<file path="config.mk">
export PLATFORM = sky130hd
export DESIGN_NAME = lsr_ctrl
export DESIGN_NICKNAME = d
export VERILOG_FILES = /design/src/logic/lsr_pkg.sv /design/src/logic/lsr_sync.sv /design/src/logic/lsr_ctrl.sv
export VERILOG_INCLUDE_DIRS = /design/src /design/src/logic
export SDC_FILE = /design/constraint.sdc
export NUM_CORES = 1
export LEC_CHECK = 0
export ABC_AREA = 1
export BUFFER_PORTS_ARGS = -buffer_cell sky130_fd_sc_hd__buf_2
export CORE_ASPECT_RATIO = 0.7
export CORE_MARGIN = 8
export CORE_UTILIZATION = 48
export CTS_CLUSTER_SIZE = 20
export DETAILED_ROUTE_END_ITERATION = 10
export GPL_ROUTABILITY_DRIVEN = 0
export PLACE_DENSITY = 0.73
export SYNTH_ARGS = -nofsm -noshare
export SYNTH_HDL_FRONTEND = slang
export SYNTH_SLANG_ARGS = --single-unit
</file>
<file path="constraint.sdc">
create_clock -name pclk -period 6.9 [get_ports pclk]
set_clock_uncertainty 0.15 [all_clocks]
set_input_delay 0.69 -clock pclk [delete_from_list [all_inputs] [get_ports pclk]]
set_output_delay 0.69 -clock pclk [all_outputs]
set_load 0.03 [all_outputs]
</file>
<file path="src/logic/lsr_defines.svh">
// Offsets, field positions, reset values and timing counts of the line sensor sequencer
`ifndef LSR_DEFINES_SVH
`define LSR_DEFINES_SVH
`define LSR_OFF_CTRL 12'h000
`define LSR_OFF_PIXCNT 12'h004
`define LSR_OFF_STATUS 12'h008
`define LSR_CTRL_RUN_BIT 0
`define LSR_CTRL_RESET 32'h0000_0001
`define LSR_PIXCNT_RESET 11'h400
`define LSR_LEAD_CLKS 11'h010
`define LSR_FIRST_PIX_POS 11'h011
`define LSR_SAMPLE_END 4'h3
`define LSR_RESET_DONE 4'h6
`define LSR_FRESH_INT 4'h9
`endif

</file>
<file path="src/logic/lsr_pkg.sv">
// Types shared by the line sensor sequencer
package lsr_pkg;
    typedef enum logic [1:0] {
        RD_IDLE,
        RD_DARK,
        RD_PIXEL
    } lsr_rd_state_t;
    typedef struct packed {
        logic dark;
        logic [10:0] index;
    } lsr_pixel_t;
    typedef struct packed {
        logic sample_hold;
        logic cap_reset;
        logic integrating;
        logic connect;
        logic bin_mode;
        logic fresh_int;
    } lsr_seq_t;
endpackage : lsr_pkg

</file>
<file path="src/logic/lsr_sync.sv">
// Two flip-flop synchroniser for one pin
`timescale 1ns/1ps
module lsr_sync (
    input wire logic pclk,
    input wire logic presetn,
    input wire logic async_in,
    output logic sync_out
);
    logic meta;
    logic next_meta;
    logic next_sync;
    always_comb begin
        next_meta = async_in;
        next_sync = meta;
    end
    always_ff @(posedge pclk or negedge presetn) begin
        if (!presetn) begin
            meta <= 1'b0;
            sync_out <= 1'b0;
        end else begin
            meta <= next_meta;
            sync_out <= next_sync;
        end
    end
endmodule : lsr_sync

</file>
<file path="src/logic/lsr_ctrl.sv">
// Line sensor readout and integration sequencer with APB registers
`timescale 1ns/1ps
`include "lsr_defines.svh"
// Summary of operation
// - Start on pixel clock edge restarts readout
// - Clocking past line wraps, no new sample
// - Shutter never touches readout position
// - Start condition also begins new integration
// - Fresh integration begins nine clocks after start
// - Shutter low keeps photodiodes connected
// - Shutter high disconnects photodiodes, holds charge
// - Internal reset done six clocks after start
// - First pixel at clock seventeen, dark before
// - Select pins divide pixel count by 1/2/4/8
// - Select pin picks binning or averaging
module lsr_ctrl import lsr_pkg::*; (
    input wire logic pclk,
    input wire logic presetn,
    input wire logic psel,
    input wire logic penable,
    input wire logic pwrite,
    input wire logic [11:0] paddr,
    input wire logic [31:0] pwdata,
    output logic [31:0] prdata,
    output logic pready,
    output logic pslverr,
    input wire logic line_start_in,
    input wire logic pixel_clk_in,
    input wire logic shutter_hold_in,
    input wire logic grouping_sel_bit0,
    input wire logic grouping_sel_bit1,
    input wire logic bin_or_avg_select,
    output lsr_pixel_t analog_pixel_out,
    output lsr_seq_t seq_out
);
    logic start_s, clk_s, shut_s, g0_s, g1_s, bin_s;
    logic clk_d, next_clk_d;
    logic clk_rise, start_cond;
    logic [1:0] grp;
    logic [10:0] n_eff, wrap_pos;
    logic [31:0] ctrl, next_ctrl;
    logic [10:0] pix_count, next_pix_count;
    logic [10:0] pos, next_pos;
    logic [3:0] ph, next_ph;
    lsr_rd_state_t rd, next_rd;
    lsr_pixel_t next_pix;
    lsr_seq_t next_seq;
    logic [31:0] next_prdata;
    logic run;

    // Every sensor control pin is asynchronous to pclk, so each goes through its own synchroniser
    lsr_sync u_sync_start (.pclk(pclk), .presetn(presetn), .async_in(line_start_in),
        .sync_out(start_s));
    lsr_sync u_sync_clk (.pclk(pclk), .presetn(presetn), .async_in(pixel_clk_in),
        .sync_out(clk_s));
    lsr_sync u_sync_shut (.pclk(pclk), .presetn(presetn), .async_in(shutter_hold_in),
        .sync_out(shut_s));
    lsr_sync u_sync_g0 (.pclk(pclk), .presetn(presetn), .async_in(grouping_sel_bit0),
        .sync_out(g0_s));
    lsr_sync u_sync_g1 (.pclk(pclk), .presetn(presetn), .async_in(grouping_sel_bit1),
        .sync_out(g1_s));
    lsr_sync u_sync_bin (.pclk(pclk), .presetn(presetn), .async_in(bin_or_avg_select),
        .sync_out(bin_s));

    assign run = ctrl[`LSR_CTRL_RUN_BIT];
    assign clk_rise = clk_s & ~clk_d & run;
    // Start and pixel clock share synchroniser latency, so setup/hold at the pin is kept
    assign start_cond = clk_rise & start_s;
    assign grp = {g1_s, g0_s};
    assign n_eff = pix_count >> grp;
    assign wrap_pos = n_eff + `LSR_LEAD_CLKS;
    assign pready = 1'b1;

    // Readout position: counts pixel clocks since start; the shutter is not an input here
    always_comb begin
        next_clk_d = clk_s;
        next_pos = pos;
        next_rd = rd;
        if (start_cond) begin
            next_pos = 11'h001;
            next_rd = RD_DARK;
        end else if (clk_rise) begin
            case (rd)
                RD_IDLE: next_rd = RD_IDLE;
                RD_DARK, RD_PIXEL: begin
                    if (pos >= wrap_pos) begin
                        next_pos = `LSR_FIRST_PIX_POS;
                    end else begin
                        next_pos = pos + 11'h001;
                    end
                    next_rd = (next_pos >= `LSR_FIRST_PIX_POS) ? RD_PIXEL : RD_DARK;
                end
                default: next_rd = RD_IDLE;
            endcase
        end
        next_pix.dark = (next_rd != RD_PIXEL);
        next_pix.index = (next_rd == RD_PIXEL) ? next_pos - `LSR_FIRST_PIX_POS : 11'h000;
    end

    // Integration phase: sample, capacitor reset, then integrate
    always_comb begin
        next_ph = ph;
        if (start_cond) begin
            next_ph = 4'h0;
        end else if (clk_rise && ph < `LSR_FRESH_INT) begin
            next_ph = ph + 4'h1;
        end
        next_seq.sample_hold = next_ph < `LSR_SAMPLE_END;
        next_seq.cap_reset = next_ph >= `LSR_SAMPLE_END && next_ph < `LSR_RESET_DONE;
        next_seq.integrating = next_ph >= `LSR_RESET_DONE;
        next_seq.fresh_int = clk_rise && !start_cond && ph == `LSR_FRESH_INT - 4'h1;
        next_seq.connect = ~shut_s;
        next_seq.bin_mode = bin_s && grp != 2'b00;
    end

    // APB slave, zero wait states; read data is latched in the setup cycle
    always_comb begin
        next_ctrl = ctrl;
        next_pix_count = pix_count;
        next_prdata = prdata;
        if (psel && penable && pwrite) begin
            case (paddr)
                `LSR_OFF_CTRL: next_ctrl = {31'h0, pwdata[0]};
                `LSR_OFF_PIXCNT: next_pix_count = pwdata[10:0];
                default: next_ctrl = ctrl;
            endcase
        end
        if (psel && !penable) begin
            case (paddr)
                `LSR_OFF_CTRL: next_prdata = ctrl;
                `LSR_OFF_PIXCNT: next_prdata = {21'h0, pix_count};
                `LSR_OFF_STATUS: next_prdata = {11'h0, seq_out.integrating, ph,
                    rd == RD_PIXEL, pos, 2'b00, grp};
                default: next_prdata = 32'h0000_0000;
            endcase
        end
    end
    assign pslverr = psel && penable && paddr != `LSR_OFF_CTRL && paddr != `LSR_OFF_PIXCNT
        && paddr != `LSR_OFF_STATUS;

    always_ff @(posedge pclk or negedge presetn) begin
        if (!presetn) begin
            clk_d <= 1'b0;
            pos <= 11'h000;
            rd <= RD_IDLE;
            ph <= `LSR_FRESH_INT;
            ctrl <= `LSR_CTRL_RESET;
            pix_count <= `LSR_PIXCNT_RESET;
            prdata <= 32'h0000_0000;
            analog_pixel_out <= '{dark: 1'b1, index: 11'h000};
            seq_out <= '{sample_hold: 1'b0, cap_reset: 1'b0, integrating: 1'b1,
                connect: 1'b1, bin_mode: 1'b0, fresh_int: 1'b0};
        end else begin
            clk_d <= next_clk_d;
            pos <= next_pos;
            rd <= next_rd;
            ph <= next_ph;
            ctrl <= next_ctrl;
            pix_count <= next_pix_count;
            prdata <= next_prdata;
            analog_pixel_out <= next_pix;
            seq_out <= next_seq;
        end
    end
endmodule : lsr_ctrl

</file>
==> summary.md <==
| Metric | Value |
|---|---|
| R2R Setup Slk | `2.60 ns` |
| Worst Setup EP | `analog_pixel_out[10]$_DFF_PN0_` |
| Reg-to-reg endpoint | `analog_pixel_out[10]$_DFF_PN0_` |
| Setup TNS | `0 ns` |
| Syn Inst Count | `517` |
| Crit-path max FO | `22` |
| Max-cap violation count | `0` |
| Setup CP Type | `flip-flop to flip-flop` |
| TritonRoute pass-1 iters | `7` |
| GRT met2 Usage | `25.94%` |
| Async set-reset flop share out of synthesis | `100.0%` |
| RSZ-0062 raised after global routing | `no` |
| Initial core utilization | `49.53%` |
| Vias in the first global route | `3603` |
| Synth Register Bits | `81` |
| Vias | `3633` |
| Post-cts resize count | `0` |
| Period Utilization, post-route | `62.34%` |
| Synth warn | `0` |
| Gr busiest metal | `met2` |
| Clk slew on worst S/H paths | `0.06 ns` |
| Die height | `96.95 um` |
| Final slew viol count | `0` |
| # clock sinks | `81` |
| Share of cells above drive strength 1 | `27.15%` |
| Syn Std Cell Area | `4493 um^2` |
| Ports | `107` |
| Worst IR Drop VDD | `0.0001177 V` |
| CP arrival | `4.42 ns` |
| Vias/cell | `5.067` |
| Pleak | `0.002811 uW` |
| Number of flops mapped to enable cells by yosys | `0` |
| Fmax | `0.2325 GHz` |
| Post-CTS setup buffers | `0` |
| Yosys top cell area share | `41.21%` |
| Met3 Usage GRT | `5.062%` |
| Syn_area_per_cell | `8.691 um^2` |
| Hpwl dp | `7776 um` |
| Rows | `29` |
| Worst reg2reg startpoint | `u_sync_g0.sync_out$_DFF_PN0_` |
| Final wirelength | `10150 um` |
| Gate power share | `5.6%` |
| Core area | `9071 um^2` |
| Synth area leaders | `dfrtp_1 (41%), nand2_1 (9.5%), ha_1 (4.7%), inv_1 (4.7%), dfstp_2 (4.1%)` |
| Crit path time final | `4.301 ns` |
| CTS Buffer Depth | `2` |
| Distinct cells, synth | `49` |
| Largest net degree at the start of global routing | `82` |
| Initial antenna violation count | `0` |
| CTS tree | `done` |
| Final hold vios | `0` |
| NetSw | `227.6 uW` |
| Seq pwr share | `45.9%` |
| Final setup vio count | `0` |
| Slew Limit Headroom | `34.56%` |
| Crit path from | `u_sync_g0.sync_out$_DFF_PN0_` |
| Power Density | `201.7 nW/um^2` |
| Hold Path Class | `flip-flop to flip-flop` |
| Die ar. | `12760 um^2` |
| Register area share after synthesis | `45.31%` |
| ANT nets after route | `0` |
| Startpoint Class | `flip-flop` |
| CTS Buf Count | `9` |
| Hold path depth | `0` |
| Area Overhead vs Synth | `16.32%` |
| Clock latency at the later pin of the worst-skew pair | `0.34 ns` |
| CP Capture Type | `flip-flop` |
| Leading area contributor after synthesis | `dfrtp_1` |
| Util after Layout | `57.61%` |
| Worst-case reg-to-reg path depth | `21` |
| # hold bufs at CTS | `0` |
| Hold_ws | `0.1970 ns` |
| First-pass GRT wire length | `17230 um` |
| Internal power | `826.8 uW` |
| Die W | `131.6 um` |
| H-tree levels | `3` |
| GR Util met1 | `20.53%` |
| Nets@finish | `660` |
| Diode count | `0` |
| Port Buffers | `73` |
| CTS root buffer | `clkbuf_16` |
| Routed WL per cell | `14.15 um` |
| Power Total | `1054 uW` |
| Gr usage total | `16.36%` |
| CP required | `7.02 ns` |
| Worst Tran Pin Value | `0.9816 ns` |
| Switching part of the total power | `21.58%` |
| Iteration-0 DRC Markers | `279` |
| DR DRC count | `0` |
| Top FF cell, synth | `dfrtp_1` |
| Status | `completed` |
| GR Overflow Total | `0` |
| Clock power frac | `48.4%` |
## worst max-delay path: stages, from the launching register on
cell and delay [ns]:
dfrtp_1 0.68, o21ai_0 0.19, o21ai_0 0.34, ha_1 0.25
inv_1 0.05, nor3_1 0.30, nand3b_1 0.13, xor2_1 0.16
ha_1 0.31, a21o_1 0.20, nor2_2 0.14, nand2_2 0.12
inv_2 0.10, nand3_1 0.09, a21oi_2 0.23, ha_1 0.22
nand3_1 0.14, nand2_2 0.15, nand3_1 0.09, nand2_1 0.06
nand2_1 0.05, nor2_1 0.08
## worst min-delay path by stage
stage / start / slack (ns) / to
2_1_floorplan: u_sync_bin.meta$_DFF_PN0_ / 0.18 / u_sync_bin.sync_out$_DFF_PN0_
3_3_place_gp: u_sync_bin.meta$_DFF_PN0_ / 0.18 / u_sync_bin.sync_out$_DFF_PN0_
3_5_place_dp: u_sync_clk.meta$_DFF_PN0_ / 0.18 / u_sync_clk.sync_out$_DFF_PN0_
4_1_cts: u_sync_clk.meta$_DFF_PN0_ / 0.20 / u_sync_clk.sync_out$_DFF_PN0_
5_1_grt: u_sync_clk.meta$_DFF_PN0_ / 0.20 / u_sync_clk.sync_out$_DFF_PN0_
6_report: u_sync_clk.meta$_DFF_PN0_ / 0.20 / u_sync_clk.sync_out$_DFF_PN0_
## layer usage
layer / part of all wire [%] / routed length, um
met1: 45 / 4609
met2: 46 / 4651
met3: 6.9 / 705
met4: 1.8 / 183
met5: 0 / 0
## synthesized netlist by cell type (3+ instances only)
cell type,instances
nand2_1,114
dfrtp_1,74
inv_1,56
o21ai_0,30
nand3_1,25
nor2_1,24
a21oi_1,17
ha_1,17
nor2_2,16
buf_4,13
inv_2,12
xor2_1,12
nand2_2,11
mux2_2,10
o31ai_1,9
a22o_1,8
dfstp_2,7
nor3_1,7
o22ai_1,6
clkbuf_1,5
nand3_2,4
nand4_1,3
o21ai_1,3
## per-stage QoR
stage / std cells / instance area, um^2 / setup slack, ns
3_5_place_dp: 701 / 4898 / 2.621
3_3_place_gp: 701 / 4898 / 2.696
4_1_cts: 717 / 5226 / 2.604
6_report: 717 / 5226 / 2.599
2_1_floorplan: 527 / 4531 / 3.208
5_1_grt: 717 / 5226 / 2.148
## power groups by stage
stage                     combinational [uW]  sequential (uW)  clock, uW
after floorplan                         40.3              492          0
after global placement                  58.6              492          0
after detailed placement                59.8              492          0
after CTS                               60.0              484        518
after global routing                    67.5              485        539
final                                   59.6              484        511
## cell type report
class                           count  area (um^2)
Clock buffer                       15        297.8
Clock inverter                      1        30.03
Fill cell                         818         3845
Inverter                           70        262.8
Multi-Input combinational cell    353         2077
Sequential cell                    81         2036
Tap cell                          124        155.1
Timing Repair Buffer               73        367.9
## cells in the final DEF, fill, tap and decap left out, types with 3 or more instances in the layout
master | synthesis | final
nand2_2 | 11 | 11
clkbuf_8 | 0 | 5
inv_2 | 12 | 12
ha_1 | 17 | 17
dfrtp_1 | 74 | 74
a21oi_1 | 17 | 17
o31ai_1 | 9 | 9
nand4_1 | 3 | 3
o21ai_0 | 30 | 30
nand3_1 | 25 | 25
nand2_1 | 114 | 114
mux2_2 | 10 | 10
buf_2 | 1 | 72
dfstp_2 | 7 | 7
nor3_1 | 7 | 7
a22o_1 | 8 | 8
nor2_2 | 16 | 16
nand3_2 | 4 | 4
nor2_1 | 24 | 24
xor2_1 | 12 | 12
clkbuf_16 | 0 | 9
conb_1 | 2 | 12
o21ai_1 | 3 | 3
o22ai_1 | 6 | 6
inv_1 | 56 | 56
## registers in the layout, summed over array words and instances, names as in the netlist, 2 cells and up
register / flops
seq_out: 6
ph: 4
analog_pixel_out: 12
rd: 2
pos: 11
pix_count: 11
prdata: 21
## logic make-up (layout without fill, tap and decap cells)
group	count (synthesis)	after routing	synth area share (%)
flip-flops	81	81	45.31
multiplexers	11	11	2.729
adder cells (fa/ha/maj)	17	17	4.734
buffers and inverters	93	159	9.301
AO/OA/AOI/OAI	81	81	11.25
other	2	12	0.1671
AND/OR/NAND/NOR	218	218	23.78
XOR/XNOR	14	14	2.729
No activity file was read; power rests on OpenSTA's default activity.
